### config.mk
export PLATFORM = sky130hd
export DESIGN_NAME = dbd_top
export DESIGN_NICKNAME = d
export VERILOG_FILES = /design/src/hw/dbd_pkg.sv /design/src/hw/dbd_arb.sv /design/src/hw/dbd_irq_sum.sv /design/src/hw/dbd_top.sv
export VERILOG_INCLUDE_DIRS = /design/src /design/src/hw
export SDC_FILE = /design/constraint.sdc
export NUM_CORES = 1
export LEC_CHECK = 0
export BUFFER_PORTS_ARGS = -buffer_cell sky130_fd_sc_hd__buf_4
export CAP_MARGIN = 20
export CORE_MARGIN = 2
export CORE_UTILIZATION = 30
export DETAILED_ROUTE_END_ITERATION = 10
export SLEW_MARGIN = 20
export SYNTH_ARGS = -nofsm -noshare
export SYNTH_HDL_FRONTEND = slang
export SYNTH_SLANG_ARGS = --single-unit
### constraint.sdc
create_clock -name mclk_i -period 3.68 [get_ports mclk_i]
set_input_delay 0 -clock mclk_i [delete_from_list [all_inputs] [get_ports mclk_i]]
set_output_delay 0 -clock mclk_i [all_outputs]
set_load 0.01 [all_outputs]
### src/hw/dbd_params.svh
`ifndef DBD_PARAMS_SVH
`define DBD_PARAMS_SVH
// What this block does
// - Byte count keeps low 16 bits only
// - Active count decrements per completed write
// - Count write alone arms its descriptor
// - Flag free descriptor when second buffer starts
// - Zero count at trigger keeps channel stalled
// - Count write copies source base to pointer
// - Count write copies destination base to pointer
// - Pointers keep post-incremented values, read-only
// - Summary bits are plain OR, no storage
// - Summary bit map with swapped peripheral pairs
// - Summary register ignores writes
// - Swap bit resets to zero, peripherals first
// - Swap bit one gives memory channels priority
// - Free indicator: one on count0, zero on count1
// - Count write clears its terminal count flag

////////////////////////////////////////////////////////////////
// Register offsets, channel ones relative to the channel base
`define DBD_CTRL_OFS 32'h0000_0000
`define DBD_STAT_OFS 32'h0000_000C
`define DBD_BC0_OFS 32'h0000_0010
`define DBD_BC1_OFS 32'h0000_0014
`define DBD_SB0_OFS 32'h0000_0018
`define DBD_SB1_OFS 32'h0000_001C
`define DBD_SP0_OFS 32'h0000_0024
`define DBD_SP1_OFS 32'h0000_0028
`define DBD_DB0_OFS 32'h0000_002C
`define DBD_DB1_OFS 32'h0000_0030
`define DBD_DP1_OFS 32'h0000_003C
`define DBD_DP0_OFS 32'h0000_0044
`define DBD_ARB_ADDR 32'h8000_0380
`define DBD_GIRQ_ADDR 32'h8000_03C0

////////////////////////////////////////////////////////////////
// Field positions, widths and reset values
`define DBD_BC_W 16
`define DBD_CTRL_EN 0
`define DBD_CTRL_START 1
`define DBD_ST_STALL 0
`define DBD_ST_CH_LSB 1
`define DBD_ST_BUF_LSB 4
`define DBD_ST_DONE 6
`define DBD_ST_TC_LSB 7
`define DBD_ST_NFB 11
`define DBD_ST_NB 12
`define DBD_IRQ_NFB 0
`define DBD_IRQ_DONE 1
`define DBD_SWAP_RST 1'b0
`define DBD_M2P_NUM 10
`define DBD_M2M_NUM 2
`define DBD_SUM_W 12

`endif

### src/hw/dbd_pkg.sv
package dbd_pkg;
    // Channel control states
    typedef enum logic [2:0] {
        DBD_IDLE = 3'b000,
        DBD_STALL = 3'b001,
        DBD_MEM_RD = 3'b010,
        DBD_MEM_WR = 3'b011
    } dbd_ch_t;
    // Descriptor pair states
    typedef enum logic [1:0] {
        DBD_NO_BUF = 2'b00,
        DBD_BUF_ON = 2'b01,
        DBD_BUF_NEXT = 2'b10
    } dbd_buf_t;
    // Current owner of the memory bus
    typedef enum logic [1:0] {
        DBD_OWN_NONE = 2'b00,
        DBD_OWN_M2P = 2'b01,
        DBD_OWN_M2M = 2'b10
    } dbd_own_t;
endpackage : dbd_pkg

### src/hw/dbd_arb.sv
`include "dbd_params.svh"
module dbd_arb (
    input wire logic mclk_i,
    input wire logic nrst_i,
    input wire logic swap_i,
    input wire logic m2p_req_i,
    input wire logic m2m_req_i,
    input wire logic m2p_rel_i,
    input wire logic m2m_rel_i,
    output logic m2p_gnt_o,
    output logic m2m_gnt_o
);
    import dbd_pkg::*;
    dbd_own_t own_ff;

    // Grant held until released, priority judged per new grant
    always_ff @(posedge mclk_i or negedge nrst_i) begin
        if (!nrst_i) begin
            own_ff <= DBD_OWN_NONE;
        end else begin
            case (own_ff)
                DBD_OWN_NONE: begin
                    if (m2p_req_i && m2m_req_i) begin
                        own_ff <= swap_i ? DBD_OWN_M2M : DBD_OWN_M2P;
                    end else if (m2p_req_i) begin
                        own_ff <= DBD_OWN_M2P;
                    end else if (m2m_req_i) begin
                        own_ff <= DBD_OWN_M2M;
                    end
                end
                DBD_OWN_M2P: if (m2p_rel_i) own_ff <= DBD_OWN_NONE;
                DBD_OWN_M2M: if (m2m_rel_i) own_ff <= DBD_OWN_NONE;
                default: own_ff <= DBD_OWN_NONE;
            endcase
        end
    end

    assign m2p_gnt_o = (own_ff == DBD_OWN_M2P);
    assign m2m_gnt_o = (own_ff == DBD_OWN_M2M);
endmodule : dbd_arb

### src/hw/dbd_irq_sum.sv
`include "dbd_params.svh"
module dbd_irq_sum #(
    parameter int IW = 8
) (
    input wire logic mclk_i,
    input wire logic nrst_i,
    input wire logic [`DBD_M2P_NUM*IW-1:0] m2p_irq_i,
    input wire logic [`DBD_M2M_NUM*IW-1:0] m2m_irq_i,
    output logic [`DBD_SUM_W-1:0] sum_o
);
    // Peripheral bits swap in pairs, memory bits follow
    for (genvar g = 0; g < `DBD_SUM_W; g++) begin : g_bit
        if (g < `DBD_M2P_NUM) begin : g_p
            assign sum_o[g] = |m2p_irq_i[(g ^ 1)*IW +: IW];
        end else begin : g_m
            assign sum_o[g] =
                |m2m_irq_i[(g - `DBD_M2P_NUM)*IW +: IW];
        end
    end
endmodule : dbd_irq_sum

### src/hw/dbd_top.sv
// The implementer's own choice: the AHB-Lite slave port.
`include "dbd_params.svh"
module dbd_top #(
    parameter logic [31:0] CH_BASE = 32'h0000_0000,
    parameter int IW = 8
) (
    input wire logic mclk_i,
    input wire logic nrst_i,
    // AHB-Lite slave
    input wire logic hsel_i,
    input wire logic [31:0] haddr_i,
    input wire logic [1:0] htrans_i,
    input wire logic hwrite_i,
    input wire logic [2:0] hsize_i,
    input wire logic [31:0] hwdata_i,
    input wire logic hready_i,
    output logic [31:0] hrdata_o,
    output logic hreadyout_o,
    output logic hresp_o,
    // Byte-wide memory master port
    output logic mem_req_o,
    output logic mem_we_o,
    output logic [31:0] mem_addr_o,
    output logic [7:0] mem_wdata_o,
    input wire logic [7:0] mem_rdata_i,
    input wire logic mem_ack_i,
    // Peripheral channel side of the arbiter
    input wire logic m2p_req_i,
    input wire logic m2p_rel_i,
    output logic m2p_gnt_o,
    // Interrupt registers of the other channels
    input wire logic [`DBD_M2P_NUM*IW-1:0] m2p_irq_i,
    input wire logic [IW-1:0] m2m1_irq_i,
    output logic nfb_o
);
    import dbd_pkg::*;

    ////////////////////////////////////////////////////////////
    // Bus address phase capture
    logic vld_ff;
    logic wr_ff;
    logic [31:0] adr_ff;

    always_ff @(posedge mclk_i or negedge nrst_i) begin
        if (!nrst_i) begin
            vld_ff <= 1'b0;
            wr_ff <= 1'b0;
            adr_ff <= 32'h0000_0000;
        end else if (hready_i) begin
            vld_ff <= hsel_i && htrans_i[1];
            wr_ff <= hwrite_i;
            adr_ff <= haddr_i;
        end
    end

    // Zero wait states, always OKAY
    assign hreadyout_o = 1'b1;
    assign hresp_o = 1'b0;

    // Write strobes of the data phase
    logic we;
    logic [1:0] wr_bc;
    logic [1:0] wr_sb;
    logic [1:0] wr_db;
    logic wr_ctrl;
    logic wr_stat;
    logic wr_arb;

    assign we = vld_ff && wr_ff;
    assign wr_bc[0] = we && adr_ff == CH_BASE + `DBD_BC0_OFS;
    assign wr_bc[1] = we && adr_ff == CH_BASE + `DBD_BC1_OFS;
    assign wr_sb[0] = we && adr_ff == CH_BASE + `DBD_SB0_OFS;
    assign wr_sb[1] = we && adr_ff == CH_BASE + `DBD_SB1_OFS;
    assign wr_db[0] = we && adr_ff == CH_BASE + `DBD_DB0_OFS;
    assign wr_db[1] = we && adr_ff == CH_BASE + `DBD_DB1_OFS;
    assign wr_ctrl = we && adr_ff == CH_BASE + `DBD_CTRL_OFS;
    assign wr_stat = we && adr_ff == CH_BASE + `DBD_STAT_OFS;
    assign wr_arb = we && adr_ff == `DBD_ARB_ADDR;

    ////////////////////////////////////////////////////////////
    // Control and arbitration bits
    logic en_ff;
    logic start_ff;
    logic swap_ff;

    always_ff @(posedge mclk_i or negedge nrst_i) begin
        if (!nrst_i) begin
            en_ff <= 1'b0;
            start_ff <= 1'b0;
        end else if (wr_ctrl) begin
            en_ff <= hwdata_i[`DBD_CTRL_EN];
            start_ff <= hwdata_i[`DBD_CTRL_START];
        end
    end

    // Only bit 0 is stored, rest ignored
    always_ff @(posedge mclk_i or negedge nrst_i) begin
        if (!nrst_i) begin
            swap_ff <= `DBD_SWAP_RST;
        end else if (wr_arb) begin
            swap_ff <= hwdata_i[0];
        end
    end

    ////////////////////////////////////////////////////////////
    // Channel state shared with the descriptors
    dbd_ch_t ch_ff;
    dbd_buf_t buf_ff;
    logic act_ff;
    logic [7:0] dat_ff;
    logic rd_ack;
    logic wr_ack;
    logic fin;
    logic [`DBD_BC_W-1:0] bc_ff [2];
    logic [31:0] sb_ff [2];
    logic [31:0] db_ff [2];
    logic [31:0] sp_ff [2];
    logic [31:0] dp_ff [2];
    logic [1:0] tc_ff;

    assign rd_ack = ch_ff == DBD_MEM_RD && mem_ack_i;
    assign wr_ack = ch_ff == DBD_MEM_WR && mem_ack_i;
    assign fin = wr_ack && bc_ff[act_ff] == `DBD_BC_W'(1);

    // One descriptor per entry
    for (genvar d = 0; d < 2; d++) begin : g_desc
        logic mine;
        assign mine = act_ff == 1'(d);

        always_ff @(posedge mclk_i or negedge nrst_i) begin
            if (!nrst_i) begin
                sb_ff[d] <= 32'h0000_0000;
                db_ff[d] <= 32'h0000_0000;
            end else begin
                if (wr_sb[d]) sb_ff[d] <= hwdata_i;
                if (wr_db[d]) db_ff[d] <= hwdata_i;
            end
        end

        // Software reload wins over a decrement
        always_ff @(posedge mclk_i or negedge nrst_i) begin
            if (!nrst_i) begin
                bc_ff[d] <= '0;
            end else if (wr_bc[d]) begin
                bc_ff[d] <= hwdata_i[`DBD_BC_W-1:0];
            end else if (wr_ack && mine) begin
                bc_ff[d] <= bc_ff[d] - `DBD_BC_W'(1);
            end
        end

        // Pointers load from bases, then post-increment
        always_ff @(posedge mclk_i or negedge nrst_i) begin
            if (!nrst_i) begin
                sp_ff[d] <= 32'h0000_0000;
                dp_ff[d] <= 32'h0000_0000;
            end else if (wr_bc[d]) begin
                sp_ff[d] <= sb_ff[d];
                dp_ff[d] <= db_ff[d];
            end else begin
                if (rd_ack && mine) sp_ff[d] <= sp_ff[d] + 32'h1;
                if (wr_ack && mine) dp_ff[d] <= dp_ff[d] + 32'h1;
            end
        end

        // Terminal count per descriptor
        always_ff @(posedge mclk_i or negedge nrst_i) begin
            if (!nrst_i) begin
                tc_ff[d] <= 1'b0;
            end else if (wr_bc[d]) begin
                tc_ff[d] <= 1'b0;
            end else if (fin && mine) begin
                tc_ff[d] <= 1'b1;
            end
        end
    end

    ////////////////////////////////////////////////////////////
    // Descriptor pair state and active buffer
    logic nb_ff;
    logic nfb_ff;

    always_ff @(posedge mclk_i or negedge nrst_i) begin
        if (!nrst_i) begin
            buf_ff <= DBD_NO_BUF;
            act_ff <= 1'b0;
            nfb_ff <= 1'b0;
        end else begin
            nfb_ff <= 1'b0;
            case (buf_ff)
                DBD_NO_BUF: begin
                    if (|wr_bc) begin
                        buf_ff <= DBD_BUF_ON;
                        act_ff <= wr_bc[1];
                    end
                end
                DBD_BUF_ON: begin
                    // Arming on the very last byte still chains
                    if (fin && wr_bc[~act_ff]) begin
                        act_ff <= ~act_ff;
                        nfb_ff <= 1'b1;
                    end else if (fin && !wr_bc[act_ff]) begin
                        buf_ff <= DBD_NO_BUF;
                    end else if (wr_bc[~act_ff]) begin
                        buf_ff <= DBD_BUF_NEXT;
                    end
                end
                DBD_BUF_NEXT: begin
                    if (fin) begin
                        buf_ff <= DBD_BUF_ON;
                        act_ff <= ~act_ff;
                        nfb_ff <= 1'b1;
                    end
                end
                default: buf_ff <= DBD_NO_BUF;
            endcase
        end
    end

    // Tells software which descriptor is free
    always_ff @(posedge mclk_i or negedge nrst_i) begin
        if (!nrst_i) begin
            nb_ff <= 1'b0;
        end else if (wr_bc[0]) begin
            nb_ff <= 1'b1;
        end else if (wr_bc[1]) begin
            nb_ff <= 1'b0;
        end
    end

    assign nfb_o = nfb_ff;

    ////////////////////////////////////////////////////////////
    // Channel control machine, one byte per grant
    logic go;
    logic m2m_gnt;
    logic m2m_req;
    logic m2m_rel;

    // Zero count never leaves stall
    assign go = en_ff && start_ff && buf_ff != DBD_NO_BUF &&
        bc_ff[act_ff] != '0;
    assign m2m_req = ch_ff == DBD_STALL && go;
    assign m2m_rel = wr_ack || (m2m_gnt && !(ch_ff == DBD_MEM_RD) &&
        !(ch_ff == DBD_MEM_WR) && !m2m_req);

    always_ff @(posedge mclk_i or negedge nrst_i) begin
        if (!nrst_i) begin
            ch_ff <= DBD_IDLE;
        end else if (!en_ff) begin
            ch_ff <= DBD_IDLE;
        end else begin
            case (ch_ff)
                DBD_IDLE: ch_ff <= DBD_STALL;
                DBD_STALL: if (m2m_req && m2m_gnt) ch_ff <= DBD_MEM_RD;
                DBD_MEM_RD: if (mem_ack_i) ch_ff <= DBD_MEM_WR;
                DBD_MEM_WR: if (mem_ack_i) ch_ff <= DBD_STALL;
                default: ch_ff <= DBD_IDLE;
            endcase
        end
    end

    // Byte held between read and write
    always_ff @(posedge mclk_i or negedge nrst_i) begin
        if (!nrst_i) begin
            dat_ff <= 8'h00;
        end else if (rd_ack) begin
            dat_ff <= mem_rdata_i;
        end
    end

    // Source feeds reads, destination takes writes
    assign mem_req_o = ch_ff == DBD_MEM_RD || ch_ff == DBD_MEM_WR;
    assign mem_we_o = ch_ff == DBD_MEM_WR;
    assign mem_addr_o = mem_we_o ? dp_ff[act_ff] :
        sp_ff[act_ff];
    assign mem_wdata_o = dat_ff;

    dbd_arb u_arb (
        .mclk_i(mclk_i),
        .nrst_i(nrst_i),
        .swap_i(swap_ff),
        .m2p_req_i(m2p_req_i),
        .m2m_req_i(m2m_req),
        .m2p_rel_i(m2p_rel_i),
        .m2m_rel_i(m2m_rel),
        .m2p_gnt_o(m2p_gnt_o),
        .m2m_gnt_o(m2m_gnt)
    );

    ////////////////////////////////////////////////////////////
    // Own interrupt flags, set beats a status write
    logic nfb_flag_ff;
    logic done_flag_ff;
    logic [IW-1:0] own_irq;
    logic [`DBD_SUM_W-1:0] sum;

    always_ff @(posedge mclk_i or negedge nrst_i) begin
        if (!nrst_i) begin
            nfb_flag_ff <= 1'b0;
            done_flag_ff <= 1'b0;
        end else begin
            nfb_flag_ff <= nfb_ff || (nfb_flag_ff && !wr_stat);
            done_flag_ff <= fin || (done_flag_ff && !wr_stat);
        end
    end

    always_comb begin
        own_irq = '0;
        own_irq[`DBD_IRQ_NFB] = nfb_flag_ff;
        own_irq[`DBD_IRQ_DONE] = done_flag_ff;
    end

    dbd_irq_sum #(.IW(IW)) u_sum (
        .mclk_i(mclk_i),
        .nrst_i(nrst_i),
        .m2p_irq_i(m2p_irq_i),
        .m2m_irq_i({m2m1_irq_i, own_irq}),
        .sum_o(sum)
    );

    ////////////////////////////////////////////////////////////
    // Read data, reserved and unmapped read zero
    logic [31:0] stat;

    always_comb begin
        stat = 32'h0000_0000;
        stat[`DBD_ST_STALL] = ch_ff == DBD_STALL;
        stat[`DBD_ST_CH_LSB +: 3] = ch_ff;
        stat[`DBD_ST_BUF_LSB +: 2] = buf_ff;
        stat[`DBD_ST_DONE] = done_flag_ff;
        stat[`DBD_ST_TC_LSB +: 2] = tc_ff;
        stat[`DBD_ST_NFB] = nfb_flag_ff;
        stat[`DBD_ST_NB] = nb_ff;
    end

    always_comb begin
        hrdata_o = 32'h0000_0000;
        if (vld_ff && !wr_ff) begin
            case (adr_ff)
                CH_BASE + `DBD_CTRL_OFS:
                    hrdata_o[1:0] = {start_ff, en_ff};
                CH_BASE + `DBD_STAT_OFS: hrdata_o = stat;
                CH_BASE + `DBD_BC0_OFS: hrdata_o[15:0] = bc_ff[0];
                CH_BASE + `DBD_BC1_OFS: hrdata_o[15:0] = bc_ff[1];
                CH_BASE + `DBD_SB0_OFS: hrdata_o = sb_ff[0];
                CH_BASE + `DBD_SB1_OFS: hrdata_o = sb_ff[1];
                CH_BASE + `DBD_SP0_OFS: hrdata_o = sp_ff[0];
                CH_BASE + `DBD_SP1_OFS: hrdata_o = sp_ff[1];
                CH_BASE + `DBD_DB0_OFS: hrdata_o = db_ff[0];
                CH_BASE + `DBD_DB1_OFS: hrdata_o = db_ff[1];
                CH_BASE + `DBD_DP0_OFS: hrdata_o = dp_ff[0];
                CH_BASE + `DBD_DP1_OFS: hrdata_o = dp_ff[1];
                `DBD_ARB_ADDR: hrdata_o[0] = swap_ff;
                `DBD_GIRQ_ADDR: hrdata_o[11:0] = sum;
                default: hrdata_o = 32'h0000_0000;
            endcase
        end
    end
endmodule : dbd_top

Yosys cells after proc, flatten, opt, wreduce, memory -nomap -nowiden
Cells that the tools add are included.

storage, ports and cells
  register bits after elaboration = 347
  logic and storage cells = 208

cells by class
  add/sub/neg operators = 6
  $lt $le $gt $ge = 3
  eq/ne operators = 32
  multiplexer cells = 63
  bitwise logic cells = 2
  reduce and logical (&&, ||, !) cells = 75

operator list
  operator                                              number
  two-way mux 32 bit                                    16
  equality test 32 x 6 -> 1 bit, second input constant  5
  adder 32 x 1 -> 32 bit, second input constant         4
  equality test 32 x 5 -> 1 bit, second input constant  4
  one-hot mux 16 bit (8 select lines)                   1
  one-hot mux 10 bit (12 select lines)                  1
  two-way mux 16 bit                                    7
  OR reduction 8 bit                                    11
  equality test 32 bit, second input constant           2
  one-hot mux 4 bit (11 select lines)                   1
  logical AND 1 bit                                     34
  equality test 32 x 4 -> 1 bit, second input constant  1
  equality test 32 x 7 -> 1 bit, second input constant  1
  logical NOT 32 bit                                    1
  subtractor 16 x 1 -> 16 bit, second input constant    2
  two-way mux 2 bit                                     11
  equality test 16 x 1 -> 1 bit, second input constant  1
  nonzero test 16 bit                                   1
  nonzero test 2 bit                                    8
  two-way mux 1 bit                                     15
  one-hot mux 1 bit (14 select lines)                   1
  one-hot mux 1 bit (13 select lines)                   1
  two-way mux 3 bit                                     4
  one-hot mux 2 bit (3 select lines)                    2
  24 further kinds                                      46

Depth between registers and ports, before layout
  depth in word-level cells = 12
  depth in mapped cells = 11
  depth with buffers taken out = 9

Cells and area by module
Synthesis repeated with hierarchy kept, for this count alone.

second synthesis, totals
  cell total of the unflattened synthesis = 1893
  area, all modules = 19408.6 um^2

by module, submodules not included
  module       instances  cells an instance  area each (um^2)  sequential area each (um^2)
  dbd_top      1          1845               19098.3           8608.3
  dbd_irq_sum  1          36                 195.2             0.0
  dbd_arb      1          12                 115.1             50.0

Worst setup path after synthesis
No wires, ideal clock.

  path kind = register to register
  start = register adr_ff[9]
  end = register db_ff[0] in the netlist's numbering
  library setup time = 125 ps
  data arrival time = 2506 ps
  slack = 1049 ps
  cell stages (with the launch flop) = 8
  path buffers = 2
  period minus slack after synthesis = 2631 ps
  path through = dfrtp_1 or3_4 or3_4 or3_1 buf_6 nor4_4 buf_6 mux2_4

between the ends
  longest elaborated chain between the ends = 2

ends and longest elaborated chain
  element                          line            text
  from (decl)                      dbd_top.sv:42   logic [31:0] adr_ff;
  from (signal assigned)           dbd_top.sv:52   adr_ff <= haddr_i;
  equality test 32 x 6 -> 1 bit    -
  logical AND 1 bit (no line)      -
  to (signal, indexed assignment)  dbd_top.sv:136  if (wr_db[d]) db_ff[d] <= hwdata_i;
  to (decl)                        dbd_top.sv:116  logic [31:0] db_ff [2];

Every way passes these cells.
A chain may end at the register's enable or synchronous reset.

Worst setup path in the final report
  start = register adr_ff[26]
  end = output port hrdata_o[5]

between the ends
  longest elaborated chain between the ends = 3
  elaborated cells between the ends (all ways) = 14
  those cells by class = eq/ne (12); mux (2)

ends and longest elaborated chain
  element                                       line            text
  equality test 32 bit (tied with other cells)  dbd_top.sv:339  case (adr_ff)
  one-hot mux 10 bit (12 select lines) *        dbd_top.sv:339
  two-way mux 32 bit *                          dbd_top.sv:338  if (vld_ff && !wr_ff) begin
  to (decl)                                     dbd_top.sv:17   output logic [31:0] hrdata_o,

Mark *: on every way between the ends. The rest lies on a longest branch, timed or not.

==> key figures <==
Power and ir drop
  – Clock network power share: between 30% and 40%
  – Share of total power in combinational logic: between 20% and 30%
  – Share of power burned in registers: 40.8%
  – Leak Pwr: 9.886 nW
  – Power per cell area: between 400 and 500 mW/mm^2
  – Sw Pwr: around 4.2 mW
  – Int Pwr: slightly above 8 mW
  – Net Sw Frac: approximately 34%
  – VDD IR max: around 0.00034 V
  – Power Total: 12.52 mW

Route
  – DRC: 0
  – DR vias/cell: between 5 and 6
  – DR pass1 iterations: 7
  – DRC marker count from the first detailed-route iteration: between 1500 and 2000
  – WL per Instance: approximately 25 um
  – Post-route ant nets: 0
  – Final wirelength: approximately 78 mm
  – Vias: 17938

GRT
  – Initial antenna violation count: 2
  – Grt met1 use: 29.51%
  – Vias in the first global route: roughly 18000
  – First-pass GRT wire length: approximately 120 mm
  – Total congestion overflow: 0
  – Grt met2 use: 37.19%
  – Largest net degree at the start of global routing: about 110
  – Most used routing layer: met2
  – Gr usage total: a little under a quarter
  – GR met3 Demand/Resource: under 10%

Setup path
  – Data required, critical path: between 3 and 4 ns
  – WS Path Type: reg2out
  – FF-to-FF End: sp_ff[58]
  – Cell repeated most along the worst path: buf_4
  – CP max stage cell: a41oi_1
  – Crit-path leading delay family: compound AO/OA/AOI/OAI gates
  – Worst-path maximum fanout: 23
  – Worst R2R Path Depth: 10
  – Critical path capture point type: output port
  – Reg2reg start: ch_ff[0]
  – Worst-path cell chain: nor3_1 -> nand4_1 -> buf_4 -> nor3_4 -> buf_12 -> a32o_1 -> a22oi_1 -> o31a_1 -> a41oi_1 -> buf_4
  – Crit path DAT: 3.56 ns
  – R2R Setup Slk: 0.67 ns
  – CP bufs+invs: 3
  – Crit-path max cell delay: around 0.44 ns
  – Worst Setup Start Kind: flip-flop

Die
  – I/O pin total: approximately 250
  – Die W: between 200 and 300 um
  – Die area: 0.06655 mm^2
  – Num rows: 93
  – Initial core utilization: 30.18%
  – Die Ht: around 260 um
  – CORE AREA: about 0.064 mm^2

STA
  – Worst Skew: about 0.015 ns
  – Final Hold Fails: 0
  – Final period util: around 97%
  – Endpoints failing setup: 0
  – Worst slew margin: roughly 31%
  – Max-slew violations: 0
  – Slew of the pin with the lowest slew margin: between 1 and 1.5 ns
  – Final min period: approximately 3.6 ns
  – RSZ-0062 raised after global routing: yes
  – Final WS setup: ~0.12 ns
  – Hold slack: roughly 0.069 ns
  – Fmax: approximately 0.28 GHz
  – Final setup TNS: 0 ns

Logic synthesis
  – Synth area leader: dfrtp_1
  – Seq cells post-synth: between 300 and 400
  – Ys async rst share: 100.0%
  – Syn nets: about 2100
  – Sequential share of the synthesized area: between 40 and 50%
  – Mapped cell area: between 0.015 and 0.02 mm^2
  – Yosys top cell area share: 44.75%
  – Count leader, synth: dfrtp_1
  – Synth Area per Inst: approximately 10 um^2
  – Synth top area cells: dfrtp_1, mux2_2, nand2_1, xor2_1, o21ai_0
  – Synth warn: 0
  – Post-synth cell types: 74
  – Post-synth EDFFs: 0
  – Post-synth top cells: dfrtp_1, nand2_1, o21ai_0
  – Top FF cell, synth: dfrtp_1
  – Post-Synthesis Cells: about 1900

Clock tree
  – Clock Sink Count: 346
  – Post-CTS Setup Bufs: 0
  – Clock transition at path regs: about 0.060 ns
  – Root buffer cell: clkbuf_16
  – CTS tree: built
  – Clock Path Buffers: 3
  – TritonCTS Buffers: 43
  – # H-tree levels: 2
  – Worst-Skew Late Latency: roughly 0.6 ns

Place
  – Detailed placement HPWL: 53.77 mm
  – DP Area: approximately 0.023 mm^2
  – Port Buffers: around 240
  – GPL Wtd Cong: 1.007
  – Pre-CTS WS: 0.6055 ns

Outcome
  – Status: completed

Job
  – Max Cap Viol: 0

Layout
  – # fillers: roughly 6300
  – Synthesis-to-layout area growth: 30.91%
  – Layout cells sized above 1: around 28%
  – Final Cell Area: 0.02533 mm^2
  – Nets@finish: roughly 2500

Hold path
  – Worst hold-check path type: in2async
==> layout by cell type, fill, tap and decap left out, types with 6 or more instances in the layout <==
master	instances
a22o_1	7
clkbuf_16	43
xnor2_1	56
a22oi_1	74
a221oi_1	23
clkinv_2	8
o21ai_0	168
a222oi_1	6
mux4_2	32
clkbuf_8	10
nand3_1	87
dlygate4sd3_1	116
mux2i_1	6
nand4_1	30
buf_4	323
inv_1	19
nor2_1	73
and2_1	13
a21oi_1	32
ha_1	12
o21ai_1	6
xor2_1	97
nor2b_1	6
nor4_1	31
buf_12	15
and4_1	15
mux2_2	138
nor3_1	37
mux2_4	30
dfrtp_1	345
and3_1	42
clkbuf_1	6
a32oi_1	15
nand2_1	252
a31oi_1	27
==> metrics by stage <==
stage          util (%)  std cells
2_1_floorplan         -       1902
3_3_place_gp      35.39       2975
3_5_place_dp      35.39       2975
4_1_cts           39.44       3167
5_1_grt           39.50       3167
6_report          39.51       3168
==> worst max-delay path by stage <==
stage / to / from / cells after the start
finish: hrdata_o[5] / adr_ff[26] / 10
global route: hrdata_o[2] / adr_ff[14] / 10
CTS: hrdata_o[2] / adr_ff[14] / 10
detailed placement: hrdata_o[4] / adr_ff[9] / 8
global placement: hrdata_o[4] / adr_ff[14] / 10
floorplan: db_ff[0] / adr_ff[9] / 7
==> state kept, by name (all words and copies together) (netlist names), 2 cells and up <==
register	count
adr_ff	32
bc_ff	32
buf_ff	2
ch_ff	2
db_ff	64
dp_ff	64
mem_wdata_o	8
sb_ff	64
sp_ff	64
stat	2
u_arb.own_ff	2
==> power groups by stage <==
stage / logic [mW] / clock network [mW] / registers (mW)
global route: 3.33 / 4.55 / 5.16
detailed placement: 2.94 / 0 / 5.13
floorplan: 1.76 / 0 / 4.81
CTS: 3.08 / 4.38 / 5.07
finish: 3.09 / 4.33 / 5.10
global placement: 2.89 / 0 / 5.11
==> kinds of logic after synthesis <==
| group | synth area share, % |
|---|---|
| flip-flops | 44.75 |
| multiplexers | 14.51 |
| other | 0.03881 |
| adder cells (fa/ha/maj) | 0.8924 |
| AO/OA/AOI/OAI | 13.40 |
| AND/OR/NAND/NOR | 16.33 |
| buffers and inverters | 3.162 |
| XOR/XNOR | 6.925 |
==> layout make-up <==
type | instances | area [um^2] | share of cell area (%)
multi-input combinational | 1415 | 10190 | 40.23
sequential | 346 | 8660 | 34.19
timing repair buffer | 456 | 3913 | 15.45
clock buffer | 59 | 1236 | 4.880
tap | 855 | 1070 | 4.223
clock inverter | 17 | 187.7 | 0.7409
inverter | 19 | 71.32 | 0.2816
antenna | 1 | 2.502 | 0.009879
==> worst register-to-register path: stages, from the launching register on <==
cell and delay, ns:
dfrtp_1 0.45, inv_1 0.09, ha_1 0.30, and3b_1 0.23
nand4_1 0.46, or3_1 0.64, nor2_1 0.15, buf_4 0.18
nand3_1 0.10, xor2_1 0.15, o21ai_0 0.18
==> metal layers <==
metal / wire (um) / vias up
met2: 35990 / 1091
met3: 8079 / 192
met5: 0 / -
met4: 2830 / 0
met1: 30930 / 8906
li1: - / 7749
==> timing repair <==
item / CTS / global route
hold endpoints to repair: 315 / 0
setup endpoints to repair: 2 / 29
hold buffers: 116 / 0
gates resized for setup: 2 / 7
Power figures use the tool's default switching activity.
